--- config.mk ---
export PLATFORM = sky130hd
export DESIGN_NAME = sar_adc_sequencer_12bit
export DESIGN_NICKNAME = d
export VERILOG_FILES = /design/src/rtl/sar_adc_pkg.sv /design/src/rtl/sar_adc_sequencer_12bit.sv
export SDC_FILE = /design/constraint.sdc
export NUM_CORES = 1
export LEC_CHECK = 0
export ABC_AREA = 1
export BUFFER_PORTS_ARGS = -buffer_cell sky130_fd_sc_hd__buf_2
export CORE_MARGIN = 2
export CORE_UTILIZATION = 50
export DETAILED_ROUTE_END_ITERATION = 8
export PLACE_DENSITY_LB_ADDON = 0.3
export SYNTH_ARGS = -nofsm -noshare
export SYNTH_HDL_FRONTEND = slang
export SYNTH_SLANG_ARGS = --single-unit
--- constraint.sdc ---
create_clock -name sys_clk -period 4.5 [get_ports sys_clk]
set_input_delay 0.45 -clock sys_clk [delete_from_list [all_inputs] [get_ports sys_clk]]
set_output_delay 0.45 -clock sys_clk [all_outputs]
set_load 0.01 [all_outputs]
--- src/rtl/sar_adc_pkg.sv ---
// Constants, types and helper functions shared by the 12-bit converter sequencer.
// Assumes a single 250 MHz system clock and a plain strobed register port.
// Function
// - Channel code 0..12 routes input, others none
// - Go bit reads one while converting
// - Enable bit switches converter on or off
// - Negative reference from input 2 or ground
// - Positive reference from input 3 or supply
// - Pin config code turns inputs digital downward
// - Pin config resets from analog-default strap
// - Format bit selects right or left justification
// - Acquisition code maps to bit period counts
// - Clock code selects divider or RC clock
// - RC clock adds one instruction cycle delay
// - RC clocked conversions continue during sleep
// - Successive approximation yields twelve bit result
// - Reset restores registers and aborts conversion
// - Completion loads result, clears go, sets flag
// - Result pair keeps contents through reset
// - Programmed acquisition precedes conversion after go
// - Two bit periods between conversion and acquisition
// - Conversion lasts thirteen bit periods
// - Zero acquisition code converts immediately on go
// - Sampling resumes after every completed conversion
package sar_adc_pkg;

  // Widths of the register port and the converter.
  localparam int unsigned ADDR_W = 3;
  localparam int unsigned DATA_W = 8;
  localparam int unsigned RES_W = 12;
  localparam int unsigned NUM_CH = 13;

  // Register offsets on the plain port.
  localparam logic [ADDR_W-1:0] OFS_CTRL0 = 3'h0;
  localparam logic [ADDR_W-1:0] OFS_CTRL1 = 3'h1;
  localparam logic [ADDR_W-1:0] OFS_CTRL2 = 3'h2;
  localparam logic [ADDR_W-1:0] OFS_RES_HI = 3'h3;
  localparam logic [ADDR_W-1:0] OFS_RES_LO = 3'h4;
  localparam logic [ADDR_W-1:0] OFS_STATUS = 3'h5;

  // Field positions.
  localparam int unsigned EN_BIT = 0;
  localparam int unsigned GO_BIT = 1;
  localparam int unsigned CHAN_LSB = 2;
  localparam int unsigned PCFG_LSB = 0;
  localparam int unsigned POS_REF_BIT = 4;
  localparam int unsigned NEG_REF_BIT = 5;
  localparam int unsigned ADCS_LSB = 0;
  localparam int unsigned ACQT_LSB = 3;
  localparam int unsigned FMT_BIT = 7;
  localparam int unsigned DONE_BIT = 0;

  // Values after reset.
  localparam logic [3:0] CHAN_RST = 4'h0;
  localparam logic [3:0] PCFG_RST_ANALOG = 4'h0;
  localparam logic [3:0] PCFG_RST_DIGITAL = 4'h7;
  localparam logic [2:0] ACQT_RST = 3'h0;
  localparam logic [2:0] ADCS_RST = 3'h0;

  // Highest channel code that routes an input, and highest all-analog pin code.
  localparam logic [3:0] CHAN_MAX = 4'hc;
  localparam logic [3:0] PCFG_ALL_ANALOG_MAX = 4'h2;

  // Cycle counts: bit periods per conversion, settling gap, instruction cycle.
  localparam logic [4:0] CONV_TADS = 5'h0d;
  localparam logic [4:0] GAP_TADS = 5'h02;
  localparam int unsigned TCY_OSC_CYCLES = 4;

  // Sequencer states.
  typedef enum logic [2:0] {
    ST_SAMPLE,
    ST_RC_DELAY,
    ST_ACQ,
    ST_CONV,
    ST_GAP
  } seq_state_t;

  // One request on the register port.
  typedef struct packed {
    logic [ADDR_W-1:0] addr;
    logic [DATA_W-1:0] wdata;
    logic wr;
    logic rd;
  } reg_req_t;

  // Controls handed to the analog front end.
  typedef struct packed {
    logic [NUM_CH-1:0] route;
    logic [NUM_CH-1:0] analog_mask;
    logic neg_ref_ext;
    logic pos_ref_ext;
    logic sampling;
    logic [RES_W-1:0] dac_code;
  } analog_ctrl_t;

  // Oscillator cycles per bit period, minus one, for each clock code.
  function automatic logic [5:0] tad_div_m1(input logic [2:0] sel);
    case (sel)
      3'h0: tad_div_m1 = 6'h01;
      3'h4: tad_div_m1 = 6'h03;
      3'h1: tad_div_m1 = 6'h07;
      3'h5: tad_div_m1 = 6'h0f;
      3'h2: tad_div_m1 = 6'h1f;
      3'h6: tad_div_m1 = 6'h3f;
      default: tad_div_m1 = 6'h01;
    endcase
  endfunction

  // Bit periods of acquisition for each acquisition code.
  function automatic logic [4:0] acq_tads(input logic [2:0] sel);
    case (sel)
      3'h7: acq_tads = 5'h14;
      3'h6: acq_tads = 5'h10;
      3'h5: acq_tads = 5'h0c;
      3'h4: acq_tads = 5'h08;
      3'h3: acq_tads = 5'h06;
      3'h2: acq_tads = 5'h04;
      3'h1: acq_tads = 5'h02;
      default: acq_tads = 5'h00;
    endcase
  endfunction

endpackage

--- src/rtl/sar_adc_sequencer_12bit.sv ---
// Register file, bit-period generator and successive-approximation sequencer.
// Assumes the comparator output and the RC oscillator arrive asynchronously,
// and that the sleep indication comes from logic on the system clock.
//
// Strobed register access and the placing of the registers were left to the implementer.
`timescale 1ns/1ps
module sar_adc_sequencer_12bit
  import sar_adc_pkg::*;
#(
  parameter int unsigned TCY_CYCLES = TCY_OSC_CYCLES
) (
  input wire logic sys_clk,
  input wire logic rst_n,
  input wire reg_req_t bus_req,
  output logic [DATA_W-1:0] bus_rdata,
  input wire logic portb_analog_default,
  input wire logic device_sleep,
  input wire logic rc_osc_clk,
  input wire logic comp_above,
  output analog_ctrl_t analog,
  output logic conv_done_flag,
  output logic conv_busy
);

  // The delay counter is three bits wide, so one to eight cycles are served.
  initial begin
    if (TCY_CYCLES < 1 || TCY_CYCLES > 8) begin
      $error("TCY_CYCLES must lie between 1 and 8");
    end
  end

  localparam logic [2:0] TCY_LAST = 3'(TCY_CYCLES - 1);

  // Synchroniser chains; bit 0 is the first flop and feeds only bit 1.
  logic [2:0] rc_sync_reg, rc_sync_next;
  logic [2:0] cmp_sync_reg, cmp_sync_next;
  // Filtered levels, updated only while the second and third flops agree.
  logic rc_lvl_reg, rc_lvl_next;
  logic cmp_lvl_reg, cmp_lvl_next;
  // Rising edge of the filtered RC oscillator.
  logic rc_tick;

  // Next values of the synchronisers.
  always_comb begin
    rc_sync_next = {rc_sync_reg[1:0], rc_osc_clk};
    cmp_sync_next = {cmp_sync_reg[1:0], comp_above};
    rc_lvl_next = rc_lvl_reg;
    cmp_lvl_next = cmp_lvl_reg;
    if (rc_sync_reg[1] == rc_sync_reg[2]) begin
      rc_lvl_next = rc_sync_reg[2];
    end
    if (cmp_sync_reg[1] == cmp_sync_reg[2]) begin
      cmp_lvl_next = cmp_sync_reg[2];
    end
    rc_tick = (rc_sync_reg[1] == rc_sync_reg[2]) && rc_sync_reg[2] && !rc_lvl_reg;
  end

  // Registers of the synchronisers.
  always_ff @(posedge sys_clk) begin
    if (!rst_n) begin
      rc_sync_reg <= 3'h0;
      cmp_sync_reg <= 3'h0;
      rc_lvl_reg <= 1'b0;
      cmp_lvl_reg <= 1'b0;
    end else begin
      rc_sync_reg <= rc_sync_next;
      cmp_sync_reg <= cmp_sync_next;
      rc_lvl_reg <= rc_lvl_next;
      cmp_lvl_reg <= cmp_lvl_next;
    end
  end

  // Control fields.
  logic en_reg, en_next;
  logic go_reg, go_next;
  logic [3:0] chan_reg, chan_next;
  logic neg_reg, neg_next;
  logic pos_reg, pos_next;
  logic [3:0] pcfg_reg, pcfg_next;
  logic fmt_reg, fmt_next;
  logic [2:0] acqt_reg, acqt_next;
  logic [2:0] adcs_reg, adcs_next;
  logic done_reg, done_next;
  // Sequencer state and counters.
  seq_state_t state_reg, state_next;
  logic [5:0] div_reg, div_next;
  logic [4:0] cnt_reg, cnt_next;
  logic [2:0] tcy_reg, tcy_next;
  logic [RES_W-1:0] sar_reg, sar_next;
  logic [RES_W-1:0] bit_reg, bit_next;
  // Read data and the registered analog controls.
  logic [DATA_W-1:0] rdata_reg, rdata_next;
  analog_ctrl_t analog_reg, analog_next;
  // Result pair, deliberately left out of reset.
  logic [DATA_W-1:0] res_hi_reg, res_hi_next;
  logic [DATA_W-1:0] res_lo_reg, res_lo_next;

  // Helper terms.
  logic use_rc;
  logic osc_tick;
  logic tad_tick;
  logic busy;
  logic [RES_W-1:0] sar_dec;
  logic [RES_W-1:0] next_bit;
  logic set_done;
  logic [NUM_CH-1:0] mask_vec;

  // Pin mask: code 3 and above turn inputs digital from input 12 down.
  genvar gi;
  generate
    for (gi = 0; gi < NUM_CH; gi++) begin : g_mask
      assign mask_vec[gi] = (pcfg_reg <= PCFG_ALL_ANALOG_MAX) ||
        ((5'(gi) + {1'b0, pcfg_reg}) < 5'h0f);
    end
  endgenerate

  // Next values of registers, bit-period generator and sequencer.
  always_comb begin
    en_next = en_reg;
    go_next = go_reg;
    chan_next = chan_reg;
    neg_next = neg_reg;
    pos_next = pos_reg;
    pcfg_next = pcfg_reg;
    fmt_next = fmt_reg;
    acqt_next = acqt_reg;
    adcs_next = adcs_reg;
    done_next = done_reg;
    state_next = state_reg;
    cnt_next = cnt_reg;
    tcy_next = tcy_reg;
    sar_next = sar_reg;
    bit_next = bit_reg;
    res_hi_next = res_hi_reg;
    res_lo_next = res_lo_reg;
    rdata_next = 8'h00;
    set_done = 1'b0;
    sar_dec = (cmp_lvl_reg) ? sar_reg : (sar_reg & ~bit_reg);
    next_bit = bit_reg >> 1;

    // Codes x11 pick the RC clock; otherwise the oscillator is divided.
    use_rc = (adcs_reg[1:0] == 2'h3);
    busy = (state_reg == ST_RC_DELAY) || (state_reg == ST_ACQ) || (state_reg == ST_CONV);
    // The oscillator divider stops in sleep, so only RC clocked work goes on.
    osc_tick = !use_rc && !device_sleep && (div_reg == tad_div_m1(adcs_reg));
    tad_tick = use_rc ? rc_tick : osc_tick;
    // The divider restarts at idle so the first bit period is a whole one.
    if (state_reg == ST_SAMPLE || osc_tick) begin
      div_next = 6'h00;
    end else if (device_sleep || use_rc) begin
      div_next = div_reg;
    end else begin
      div_next = div_reg + 6'h01;
    end

    // Register writes.
    if (bus_req.wr) begin
      case (bus_req.addr)
        OFS_CTRL0: begin
          en_next = bus_req.wdata[EN_BIT];
          // Go only takes while the write also leaves the converter enabled.
          go_next = bus_req.wdata[GO_BIT] && bus_req.wdata[EN_BIT];
          chan_next = bus_req.wdata[CHAN_LSB +: 4];
        end
        OFS_CTRL1: begin
          neg_next = bus_req.wdata[NEG_REF_BIT];
          pos_next = bus_req.wdata[POS_REF_BIT];
          pcfg_next = bus_req.wdata[PCFG_LSB +: 4];
        end
        OFS_CTRL2: begin
          fmt_next = bus_req.wdata[FMT_BIT];
          acqt_next = bus_req.wdata[ACQT_LSB +: 3];
          adcs_next = bus_req.wdata[ADCS_LSB +: 3];
        end
        OFS_STATUS: begin
          done_next = bus_req.wdata[DONE_BIT];
        end
        default: begin
          // Results and unmapped offsets ignore writes.
        end
      endcase
    end

    // Sequencer.
    case (state_reg)
      ST_SAMPLE: begin
        cnt_next = 5'h00;
        tcy_next = 3'h0;
        if (go_reg && en_reg) begin
          if (use_rc) begin
            state_next = ST_RC_DELAY;
          end else if (acqt_reg != 3'h0) begin
            state_next = ST_ACQ;
          end else begin
            state_next = ST_CONV;
            sar_next = '0;
            bit_next = 12'h800;
          end
        end
      end
      ST_RC_DELAY: begin
        // One instruction cycle passes before the RC bit clock is used.
        tcy_next = tcy_reg + 3'h1;
        if (tcy_reg == TCY_LAST) begin
          if (acqt_reg != 3'h0) begin
            state_next = ST_ACQ;
          end else begin
            state_next = ST_CONV;
            sar_next = '0;
            bit_next = 12'h800;
          end
        end
      end
      ST_ACQ: begin
        if (tad_tick) begin
          cnt_next = cnt_reg + 5'h01;
          if ((cnt_reg + 5'h01) == acq_tads(acqt_reg)) begin
            state_next = ST_CONV;
            cnt_next = 5'h00;
            sar_next = '0;
            bit_next = 12'h800;
          end
        end
      end
      ST_CONV: begin
        if (tad_tick) begin
          cnt_next = cnt_reg + 5'h01;
          if (cnt_reg == 5'h00) begin
            // The first bit period puts the top trial bit on the DAC.
            sar_next = bit_reg;
          end else if (cnt_reg == (CONV_TADS - 5'h01)) begin
            // The last period decides bit 0 and lands the result.
            state_next = ST_GAP;
            cnt_next = 5'h00;
            sar_next = sar_dec;
            set_done = 1'b1;
            go_next = 1'b0;
            if (fmt_reg) begin
              res_hi_next = {4'h0, sar_dec[11:8]};
              res_lo_next = sar_dec[7:0];
            end else begin
              res_hi_next = sar_dec[11:4];
              res_lo_next = {sar_dec[3:0], 4'h0};
            end
          end else begin
            // Keep or drop the bit on trial, then try the next lower one.
            sar_next = sar_dec | next_bit;
            bit_next = next_bit;
          end
        end
      end
      ST_GAP: begin
        // A go written here waits until the settling gap has run out.
        if (tad_tick) begin
          cnt_next = cnt_reg + 5'h01;
          if ((cnt_reg + 5'h01) == GAP_TADS) begin
            state_next = ST_SAMPLE;
          end
        end
      end
      default: begin
        state_next = ST_SAMPLE;
      end
    endcase

    // Clearing go or enable abandons a conversion without touching the result.
    if (busy && (!go_reg || !en_reg)) begin
      state_next = ST_SAMPLE;
      go_next = 1'b0;
    end
    if (!en_next) begin
      go_next = 1'b0;
    end

    // Hardware set wins over a software clear in the same cycle.
    if (set_done) begin
      done_next = 1'b1;
    end

    // Read data stand in the cycle after the read strobe only.
    if (bus_req.rd) begin
      case (bus_req.addr)
        OFS_CTRL0: rdata_next = {2'h0, chan_reg, go_reg, en_reg};
        OFS_CTRL1: rdata_next = {2'h0, neg_reg, pos_reg, pcfg_reg};
        OFS_CTRL2: rdata_next = {fmt_reg, 1'b0, acqt_reg, adcs_reg};
        OFS_RES_HI: rdata_next = res_hi_reg;
        OFS_RES_LO: rdata_next = res_lo_reg;
        OFS_STATUS: rdata_next = {7'h00, done_reg};
        default: rdata_next = 8'h00;
      endcase
    end

    // Analog controls, registered so the front end sees clean levels.
    analog_next.route = '0;
    if (en_reg && chan_reg <= CHAN_MAX) begin
      analog_next.route = NUM_CH'(13'h0001 << chan_reg);
    end
    analog_next.analog_mask = mask_vec;
    analog_next.neg_ref_ext = neg_reg;
    analog_next.pos_ref_ext = pos_reg;
    // Sampling continues at idle, in acquisition and again after each result.
    analog_next.sampling = en_reg && (state_reg != ST_CONV);
    analog_next.dac_code = sar_reg;
  end

  // Registers with reset; reset forces every control field and aborts the sequence.
  always_ff @(posedge sys_clk) begin
    if (!rst_n) begin
      en_reg <= 1'b0;
      go_reg <= 1'b0;
      chan_reg <= CHAN_RST;
      neg_reg <= 1'b0;
      pos_reg <= 1'b0;
      // The strap is static, so the synchronous reset may load it directly.
      pcfg_reg <= portb_analog_default ? PCFG_RST_ANALOG : PCFG_RST_DIGITAL;
      fmt_reg <= 1'b0;
      acqt_reg <= ACQT_RST;
      adcs_reg <= ADCS_RST;
      done_reg <= 1'b0;
      state_reg <= ST_SAMPLE;
      div_reg <= 6'h00;
      cnt_reg <= 5'h00;
      tcy_reg <= 3'h0;
      sar_reg <= '0;
      bit_reg <= '0;
      rdata_reg <= 8'h00;
      analog_reg <= '0;
    end else begin
      en_reg <= en_next;
      go_reg <= go_next;
      chan_reg <= chan_next;
      neg_reg <= neg_next;
      pos_reg <= pos_next;
      pcfg_reg <= pcfg_next;
      fmt_reg <= fmt_next;
      acqt_reg <= acqt_next;
      adcs_reg <= adcs_next;
      done_reg <= done_next;
      state_reg <= state_next;
      div_reg <= div_next;
      cnt_reg <= cnt_next;
      tcy_reg <= tcy_next;
      sar_reg <= sar_next;
      bit_reg <= bit_next;
      rdata_reg <= rdata_next;
      analog_reg <= analog_next;
    end
  end

  // The result pair has no reset, so it survives every reset of the block.
  always_ff @(posedge sys_clk) begin
    res_hi_reg <= res_hi_next;
    res_lo_reg <= res_lo_next;
  end

  // Outputs.
  assign bus_rdata = rdata_reg;
  assign analog = analog_reg;
  assign conv_done_flag = done_reg;
  assign conv_busy = go_reg;

endmodule
==> key figures, run 1 <==
Synth
  • Async S/R FF share, synth: 0%
  • Post-Syn Area per Cell: approximately 7.4 sq um
  • Post-synthesis adder-cell area fraction: around 4.1%
  • Area share of the largest cell type after synthesis: a little over a third
  • Synthesized net count: ~900
  • Warning count from the yosys run: 0
  • Synthesized flop and latch total: ~130
  • Mapped Cells: 864
  • Synth Area in XOR/XNOR: 1.23%
  • Simple-gate area share of the yosys netlist: around 28%
  • Largest family of logic cells by synthesized area: simple AND/OR/NAND/NOR gates
  • Post-synthesis compound-gate area fraction: 12.3%
  • Top cell type by total area after synthesis: dfxtp_1
  • Synth Flop Type: dfxtp_1
  • Synth cell types: 47
  • Cell area after synthesis: roughly 6400 sq um
  • Seq/Total Area, Yosys: ~45%
  • Post-synth EDFFs: 20
  • Multiplexer share of the synthesized area: less than 1%
  • Synth area leaders: dfxtp_1 (36%), nand2_1 (11%), edfxtp_1 (9.3%), nor2_1 (7.8%), inv_1 (6.5%)

Clock tree
  • Root Driver: clkbuf_16
  • Clk sinks: roughly 130
  • Reg clk slew, reported paths: approximately 60 ps
  • Post-CTS Setup Inserts: 0
  • Htree depth: 4
  • TritonCTS clock tree: yes
  • Worst-skew pair later-pin latency: 430 ps
  • Total CTS buffers: 17
  • Max Buffers Root-to-Sink: 2
  • Post-CTS Resized: 0
  • Post-CTS Hold Buffers: 0

Power
  • Clock Power Share: between 30% and 40%
  • Seq pwr share: 35.6%
  • PD cells: about 560 nW/um^2
  • Switch share: ~36%
  • Sw Pwr: around 1.5 mW
  • Power share of the combinational group: 30.2%
  • VDD IR max: ~0.00034 V
  • Int Pwr: between 2 and 3 mW
  • Leakage: between 3 and 4 nW

Die
  • Initial Util: 51.1%
  • I/O pin count: 70
  • Placement Rows: slightly above 40
  • Core area: between 10000 and 15000 sq um
  • Die Area: 13800 sq um
  • Die W: around 120 um
  • Die H: approximately 120 um

Hold path
  • Hold/Removal Path Class: primary input to flop
  • Worst min-delay path endpoint: rc_sync_reg[0]$_SDFF_PN0_
  • Min-delay src: rc_osc_clk
  • Min-Delay Path Depth: 3

Timing
  • Final setup violation count: 0
  • Final Skew: 7.51 ps
  • Hold_ws: ~210 ps
  • Fmax achieved: between 300 and 400 MHz
  • RSZ-0062 raised after global routing: no
  • Slew headroom: between 30% and 40%
  • Final Slew Violations: 0
  • Worst-margin pin slew: 974 ps
  • Final setup TNS: 0 ps
  • Final hold vios: 0
  • Final min period: 2980 ps
  • Fin crit share: about 66%

Setup path
  • Flop2flop setup slack: 1520 ps
  • Slowest CP cell: nor2_1
  • Crit-path leading delay family: simple AND/OR/NAND/NOR gates
  • R2R Path End: bit_reg[11]$_SDFFE_PN0P_
  • CP most frequent cell: nor2_1
  • WP data required: about 4900 ps
  • Worst path cell trace: inv_1, ha_1, inv_1, nor2_1, nand2_1, a21oi_1, nor2_1, inv_2, nor2_8, nor2_1, nor2_1
  • Critical path's largest stage delay: around 730 ps
  • WP buf/inv: 3
  • Crit start category: flop
  • Worst Path Max Fanout: 25
  • CP Capture Type: flop
  • Worst setup startpoint: cnt_reg[0]$_SDFFE_PN0P_
  • Worst r2r src: cnt_reg[0]$_SDFFE_PN0P_
  • R2R cell count: 11
  • Arrival time worst endpoint: approximately 3300 ps
  • CP Class: flop to flop

Detailed routing
  • WL met2: slightly above 7000 um
  • Wl on met1: between 6000 and 7000 um
  • DRT Pass-1 Iters: 8
  • DRC: 0
  • WL per Instance: roughly 13 um
  • Via count: 5685
  • Max layer used: met4
  • Vias per cell: 5.13
  • Iteration-0 DRC Markers: 611
  • Post-Route WL: between 10000 and 15000 um
  • Met3 WL: 827 um
  • Post-DRT Antenna Nets: 0

Placement
  • Gpl congestion: about 0.92
  • Input/output buffers: 68
  • DP HPWL: about 10000 um

Final layout
  • Most frequent cells in the layout: nand2_1 (192), nor2_1 (134), dfxtp_1 (114)
  • N_diodes: 0
  • Area Overhead vs Synth: 16.2%
  • Fraction of layout cells with a size suffix above 1: between 10% and 20%
  • Commonest non-fill, non-tap cell in the layout: nand2_1
  • Layout fillers: 1116
  • Max FFs per register: just over 40
  • Layout Nets: slightly below 1000

GRT
  • Initial antenna violation count: 0
  • GRT Resource Usage Total: 21.9%
  • Vias in the first global route: between 5000 and 6000
  • Largest net degree at the start of global routing: 74
  • First-pass GRT wire length: 24400 um
  • Total gr overflow: 0

Flow run
  • Max cap viols: 0

Status
  • Status: completed
tightest hold or removal path: stages:
cell     delay (ps)
buf_2            80
nand2_1          40
inv_1            40
through the flow:
step | util (%) | instance area [sq um] | total power [mW] | setup WS [ps] | cells
finish | 59.4 | 7470 | 4.19 | 1520 | 1109
global route | 59.4 | 7470 | 4.45 | 1200 | 1109
CTS | 59.4 | 7470 | 4.19 | 1590 | 1109
detailed placement | 54.5 | 6850 | 2.75 | 1630 | 1077
global placement | 54.5 | 6850 | 2.72 | 1680 | 1077
floorplan | - | 6420 | 2.50 | 2490 | 864
cell families (layout without fill, tap and decap cells):
kind of cell | after synthesis | count (layout)
flip-flops | 134 | 134
adder cells (fa/ha/maj) | 21 | 21
AO/OA/AOI/OAI | 138 | 138
AND/OR/NAND/NOR | 415 | 415
XOR/XNOR | 9 | 9
multiplexers | 1 | 1
buffers and inverters | 146 | 219
power groups by stage:
stage	logic, mW	clock network, mW	registers (mW)
final	1.27	1.43	1.49
after CTS	1.25	1.44	1.49
after global routing	1.45	1.49	1.51
after detailed placement	1.24	0	1.51
after floorplan	1.02	0	1.48
after global placement	1.21	0	1.51
synth_stat cells (all sizes together), types with 2 or more instances:
| cell type | n |
|---|---|
| o21ai | 43 |
| a221oi | 3 |
| a211oi | 2 |
| inv | 115 |
| nand4 | 26 |
| o211ai | 13 |
| a21oi | 55 |
| a31oi | 6 |
| xor2 | 7 |
| o22ai | 4 |
| nor2 | 140 |
| buf | 11 |
| dfxtp | 114 |
| nor3 | 7 |
| clkbuf | 17 |
| a21boi | 6 |
| ha | 21 |
| nand3b | 3 |
| or2 | 2 |
| clkinv | 3 |
| nand3 | 40 |
| nand2 | 195 |
| edfxtp | 20 |
| a22oi | 2 |
| xnor2 | 2 |
per-layer routing:
layer	track usage, %	vias up
met3	4.77	25
met2	36.4	173
met1	27.3	2568
met5	0	-
met4	9.49	0
li1	-	2919
area by class of cell:
class / instances / area (sq um) / share of cell area [%]
Clock buffer: 18 / 439 / 5.88
Sequential cell: 134 / 2880 / 38.6
Inverter: 118 / 443 / 5.93
Clock inverter: 14 / 174 / 2.33
Multi-Input combinational cell: 584 / 2970 / 39.7
Tap cell: 172 / 215 / 2.88
Timing Repair Buffer: 69 / 348 / 4.66
worst max-delay path by stage:
| stage | endpoint | cells after the start |
|---|---|---|
| 4_1_cts | bit_reg[11]$_SDFFE_PN0P_ | 11 |
| 3_3_place_gp | bit_reg[2]$_SDFFE_PN0P_ | 11 |
| 5_1_grt | bit_reg[5]$_SDFFE_PN0P_ | 11 |
| 3_5_place_dp | bit_reg[0]$_SDFFE_PN0P_ | 11 |
| 6_report | bit_reg[11]$_SDFFE_PN0P_ | 11 |
| 2_1_floorplan | res_hi_reg[0]$_DFFE_PP_ | 12 |
(Power assumes the default switching activity.)
==> run 2, diff against run 1 <==
==> constraint.sdc (replaced) <==
create_clock -name sys_clk -period 3 [get_ports sys_clk]
set_input_delay 0.3 -clock sys_clk [delete_from_list [all_inputs] [get_ports sys_clk]]
set_output_delay 0.3 -clock sys_clk [all_outputs]
set_load 0.01 [all_outputs]
==> key figures, run 2 (synthesis results as in run 1) <==
Timing
  • RSZ-0062 raised after global routing: no
  • Final setup TNS: 0 ps (unchanged)
  • Final min period: 2330 ps (-649 ps)
  • Final setup violation count: 0 (unchanged)
  • Final Slew Violations: 0 (unchanged)
  • Fmax achieved: 429 MHz (+28%)
  • Slew headroom: 56.3% (+21 points)
  • Final Skew: 7.91 ps (+0.398 ps)
  • Worst-margin pin slew: 652 ps (-322 ps)
  • Final hold vios: 0 (unchanged)
  • Fin crit share: 77.7% (+11 points)

Final layout
  • N_diodes: 0 (unchanged)
  • Final std cells w/o fill: 1114 (+0.45%)
  • Max FFs per register: 41 (unchanged)
  • Area Overhead vs Synth: 16.6%
  • Commonest non-fill, non-tap cell in the layout: nand2_1
  • Fraction of layout cells with a size suffix above 1: 13.4% (+0.25 points)
  • Most frequent cells in the layout: nand2_1 (192), nor2_1 (134), dfxtp_1 (114)
  • Fin area: 7490 sq um (+0.30%)
  • Layout Nets: 969 (+0.52%)

Detailed routing
  • Iteration-0 DRC Markers: 654 (+7.0%)
  • DRC: 0 (unchanged)
  • Post-Route WL: 15100 um (+1.6%)
  • WL per Instance: 13.6 um (+1.2%)
  • Vias per cell: 5.14 (+0.30%)
  • Via count: 5728 (+0.76%)
  • DRT Pass-1 Iters: 6 (-2)
  • Post-DRT Antenna Nets: 0 (unchanged)

GRT
  • Global route hottest layer: met2
  • Total gr overflow: 0 (unchanged)
  • Met1 Use GR: 28.4% (+1.1 points)
  • GRT Resource Usage Total: 22.1% (+0.22 points)
  • Largest net degree at the start of global routing: 52 (-30%)
  • Initial antenna violation count: 0 (unchanged)
  • Met3 Usage GRT: 4.33% (-0.44 points)
  • GR Layer Usage met2: 36.0% (-0.48 points)
  • First-pass GRT wire length: 24600 um (+0.82%)
  • Vias in the first global route: 5163 (+1.7%)

Setup path
  • Crit start category: flop
  • WP data required: 3060 ps (-1800 ps)
  • Arrival time worst endpoint: 2390 ps (-950 ps)
  • CP Capture Type: flop
  • Worst Path Max Fanout: 17 (-32%)
  • CP Class: flop to flop
  • Flop2flop setup slack: 670 ps (-850 ps)

Clock tree
  • Post-CTS Setup Inserts: 0 (unchanged)
  • Reg clk slew, reported paths: 60 ps (about the same)
  • Post-CTS Resized: 0 (unchanged)
  • Total CTS buffers: 17 (unchanged)
  • Root Driver: clkbuf_16
  • Htree depth: 4 (unchanged)
  • TritonCTS clock tree: yes
  • Max Buffers Root-to-Sink: 2 (unchanged)
  • Clk sinks: 134 (unchanged)
  • Worst-skew pair later-pin latency: 430 ps (about the same)
  • Post-CTS Hold Buffers: 0 (unchanged)

Power
  • Clock Power Share: 33.6% (-0.5 points)
  • Seq pwr share: 35.4% (-0.2 points)
  • Int Pwr: 4.01 mW (+51%)
  • Switch share: 36.6% (+0.14 points)
  • PD cells: 844 nW/um^2 (+50%)
  • Leakage: 3.48 nW (+0.92%)
  • VDD IR max: 0.000439 V (+28%)
  • Sw Pwr: 2.31 mW (+52%)
  • Power share of the combinational group: 31.0% (+0.8 points)

Placement
  • Input/output buffers: 68 (unchanged)
  • DP HPWL: 10500 um (+1.9%)
  • Placed Area: 6890 sq um (+0.49%)
  • Placed cells: 1082 (+0.46%)
  • Gpl congestion: 0.902 (-1.5%)

Hold path
  • Hold/Removal Path Class: primary input to flop

Die
  • Die H: 117 um (unchanged)
  • Die Area: 13800 sq um (unchanged)
  • I/O pin count: 70 (unchanged)
  • Core area: 12600 sq um (unchanged)
  • Die W: 117 um (unchanged)
  • Initial Util: 51.1% (unchanged)
  • Placement Rows: 41 (unchanged)

Status
  • Status: completed

Flow run
  • Max cap viols: 0 (unchanged)
## run 2: area by class of cell
| class | instances | area (sq um) |
|---|---|---|
| tap | 172 | 215 |
| timing repair buffer | 74 | 385 |
| multi-input combinational | 584 | 2960 |
| inverter | 118 | 443 |
| sequential | 134 | 2880 |
| clock buffer | 18 | 429 |
| clock inverter | 14 | 173 |
| fill | 1114 | 5080 |
## run 2: worst paths after layout
kind,from,end,cells after the start
max,adcs_reg[1]$_SDFFE_PN0P_,res_hi_reg[7]$_SDFFCE_PP0P_,12
min,comp_above,cmp_sync_reg[0]$_SDFF_PN0_,3
max reg2reg,adcs_reg[1]$_SDFFE_PN0P_,res_hi_reg[7]$_SDFFCE_PP0P_,12
min reg2reg,rc_sync_reg[0]$_SDFF_PN0_,rc_sync_reg[1]$_SDFF_PN0_,2
## run 2: layer usage
layer	wire (um)	up-vias	part of all wire (%)
li1	-	2921	-
met1	6750	2568	45
met2	7020	201	47
met3	976	38	6.5
met4	349	0	2.3
met5	0	-	0
## run 2: critical path, stage by stage, from the launching register on
cell and delay, ps:
dfxtp_1 450, inv_1 90, ha_1 300, inv_1 60, nand2_1 50, nand2_1 50
nor2_1 90, nand2_1 70, nor2_2 90, nand2_2 110, nand2_1 80, nand2_1 80
inv_1 440
## run 2: stage by stage
stage	total power, mW	util (%)	hold slack [ps]	setup slack [ps]
after floorplan	3.75	-	390	985
after global placement	4.14	54.8	394	685
after detailed placement	4.18	54.8	398	641
after CTS	6.32	59.6	55.9	627
after global routing	6.71	59.6	68.2	437
final	6.32	59.6	60.8	669
## run 2: power by group through the flow
stage / combinational [mW] / sequential (mW) / clock (mW)
floorplan: 1.53 / 2.22 / 0
global placement: 1.87 / 2.27 / 0
detailed placement: 1.91 / 2.27 / 0
CTS: 1.94 / 2.24 / 2.14
global route: 2.22 / 2.26 / 2.22
finish: 1.96 / 2.24 / 2.12
==> run 3, diff against run 2 <==
==> constraint.sdc (replaced) <==
create_clock -name sys_clk -period 2.1 [get_ports sys_clk]
set_input_delay 0.21 -clock sys_clk [delete_from_list [all_inputs] [get_ports sys_clk]]
set_output_delay 0.21 -clock sys_clk [all_outputs]
set_load 0.01 [all_outputs]
==> key figures, run 3 (synthesis results as in run 1) <==
Setup path
  • R2R Path End: sar_reg[10]$_SDFFE_PN0P_
  • Flop2flop setup slack: 80 ps (-590 ps)
  • WP data required: 2470 ps (-590 ps)
  • Worst Path Max Fanout: 7 (-10)
  • CP Capture Type: flop
  • Worst r2r src: adcs_reg[0]$_SDFFE_PN0P_
  • Crit start category: flop
  • R2R cell count: 14 (+2)
  • CP Class: flop to flop
  • Arrival time worst endpoint: 2390 ps (about the same)

Detailed routing
  • WL per Instance: 13.4 um (-1.1%)
  • Via count: 5874 (+2.5%)
  • Vias per cell: 5.16 (+0.39%)
  • Post-DRT Antenna Nets: 0 (unchanged)
  • Iteration-0 DRC Markers: 644 (-1.5%)
  • DRT Pass-1 Iters: 6 (unchanged)
  • Post-Route WL: 15200 um (+0.99%)
  • DRC: 0 (unchanged)

Final layout
  • Final Util: 62.2% (+2.6 points)
  • Most frequent cells in the layout: nand2_1 (191), nor2_1 (127), dfxtp_1 (111)
  • Max FFs per register: 41 (unchanged)
  • Area Overhead vs Synth: 21.7%
  • N_diodes: 0 (unchanged)
  • Final std cells w/o fill: 1138 (+2.2%)
  • Layout Nets: 993 (+2.5%)
  • Fraction of layout cells with a size suffix above 1: 17.4% (+4.0 points)
  • Commonest non-fill, non-tap cell in the layout: nand2_1

Die
  • Core area: 12600 sq um (unchanged)
  • Placement Rows: 41 (unchanged)
  • I/O pin count: 70 (unchanged)
  • Die W: 117 um (unchanged)
  • Initial Util: 51.1% (unchanged)
  • Die Area: 13800 sq um (unchanged)
  • Die H: 117 um (unchanged)

Timing
  • Final setup TNS: 0 ps (unchanged)
  • Final Skew: 5.35 ps (-2.56 ps)
  • Final hold vios: 0 (unchanged)
  • Final min period: 2020 ps (-311 ps)
  • RSZ-0062 raised after global routing: yes
  • Final setup violation count: 0 (unchanged)
  • Fin crit share: 96.2% (+18 points)
  • Final Slew Violations: 0 (unchanged)
  • Hold_ws: 59.6 ps (-1.22 ps)
  • Worst-margin pin slew: 794 ps (+141 ps)
  • Fmax achieved: 495 MHz (+15%)
  • Slew headroom: 46.9% (-9.5 points)
  • Post-route worst setup slack: 80.3 ps (-589 ps)

Clock tree
  • Total CTS buffers: 17 (unchanged)
  • Worst-skew pair later-pin latency: 430 ps (about the same)
  • Reg clk slew, reported paths: 60 ps (about the same)
  • Htree depth: 4 (unchanged)
  • Root Driver: clkbuf_16
  • Max Buffers Root-to-Sink: 2 (unchanged)
  • TritonCTS clock tree: yes
  • Clk sinks: 134 (unchanged)

Power
  • Power share of the combinational group: 32.6% (+1.6 points)
  • Sw Pwr: 3.31 mW (+43%)
  • Seq pwr share: 34.2% (-1.2 points)
  • Int Pwr: 5.97 mW (+49%)
  • Switch share: 35.7% (-0.87 points)
  • Leakage: 3.63 nW (+4.2%)
  • VDD IR max: 0.000687 V (+57%)
  • PD cells: 1190 nW/um^2 (+41%)
  • Clock Power Share: 33.2% (-0.4 points)

GRT
  • Largest net degree at the start of global routing: 51 (-1.9%)
  • Initial antenna violation count: 0 (unchanged)
  • GRT Resource Usage Total: 22.7% (+0.55 points)
  • First-pass GRT wire length: 25200 um (+2.3%)
  • Total gr overflow: 0 (unchanged)
  • Vias in the first global route: 5171 (+0.15%)

Hold path
  • Hold/Removal Path Class: primary input to flop
  • Min-Delay Path Depth: 3 (unchanged)
  • Min-delay src: bus_req[3]
  • Worst min-delay path endpoint: adcs_reg[1]$_SDFFE_PN0P_

Flow run
  • Max cap viols: 0 (unchanged)

Placement
  • Placed cells: 1099 (+1.6%)
  • DP HPWL: 10600 um (+0.90%)
  • Post-Place Worst Slack: 21.7 ps (-619 ps)
  • Input/output buffers: 68 (unchanged)
  • Gpl congestion: 0.932 (+3.3%)

Status
  • Status: completed
==> run 3: cell count changes in the layout (fill, tap and decap cells not counted), moves of 3 or more <==
| cell | change |
|---|---|
| ha_1 | -3 |
| nor2_2 | +7 |
| buf_4 | +17 |
| buf_6 | +3 |
| inv_1 | -4 |
| nor2_1 | -7 |
| dfxtp_1 | -3 |
==> run 3: how the worst max path moves through the flow <==
stage / from / to / slack (ps)
2_1_floorplan: adcs_reg[1]$_SDFFE_PN0P_ / res_hi_reg[0]$_DFFE_PP_ / 90
3_3_place_gp: adcs_reg[0]$_SDFFE_PN0P_ / sar_reg[1]$_SDFFE_PN0P_ / 90
3_5_place_dp: adcs_reg[0]$_SDFFE_PN0P_ / sar_reg[0]$_SDFFE_PN0P_ / 20
4_1_cts: adcs_reg[0]$_SDFFE_PN0P_ / sar_reg[11]$_SDFFE_PN0P_ / 30
5_1_grt: adcs_reg[0]$_SDFFE_PN0P_ / sar_reg[5]$_SDFFE_PN0P_ / -50
6_report: adcs_reg[0]$_SDFFE_PN0P_ / sar_reg[10]$_SDFFE_PN0P_ / 80
==> run 3: worst max-delay path: stages (launching register included) <==
cell	delay, ps
dfxtp_4	380
inv_6	50
ha_4	270
inv_4	40
nand2_2	40
nand2_1	50
nor2_1	120
nand2_1	100
nor2_2	160
nand2_4	100
nand3_4	110
nand3_4	130
nor2_4	250
nor2_1	90
nor2_1	80
==> run 3: routing by layer <==
layer | vias up | part of all wire [%] | track usage (%)
met2 | 226 | 46 | 35.3
met1 | 2626 | 44 | 29.7
met3 | 44 | 6.8 | 5.54
li1 | 2978 | - | -
met5 | - | 0 | 0
met4 | 0 | 3.0 | 10.5
==> run 3: final cells by class <==
type                            instances  area (sq um)
Timing Repair Buffer                   98           607
Inverter                              118           450
Clock inverter                          9           113
Sequential cell                       134          2890
Tap cell                              172           215
Clock buffer                           23           510
Multi-Input combinational cell        584          3030
Fill cell                            1083          4750
==> run 3: power groups by stage <==
stage,Combinational (mW),Sequential [mW],Clock (mW)
floorplan,2.19,3.16,0
global placement,2.82,3.21,0
detailed placement,2.87,3.21,0
CTS,2.89,3.16,3.12
global route,3.43,3.21,3.24
finish,3.03,3.17,3.08
==> run 3: per-stage QoR <==
stage | total power, mW | instance area (sq um)
after detailed placement | 6.08 | 7040
after global routing | 9.88 | 7820
final | 9.28 | 7820
after CTS | 9.17 | 7690
after floorplan | 5.36 | 6420
after global placement | 6.04 | 7040
==> run 3: timing repair <==
item	in CTS	in global routing
setup endpoints to repair	36	48
hold buffers	2	0
resized for setup	3	26
gates cloned	0	0
buffers inserted	0	5
pin swaps	1	18
endpoints found under the hold margin	2	0
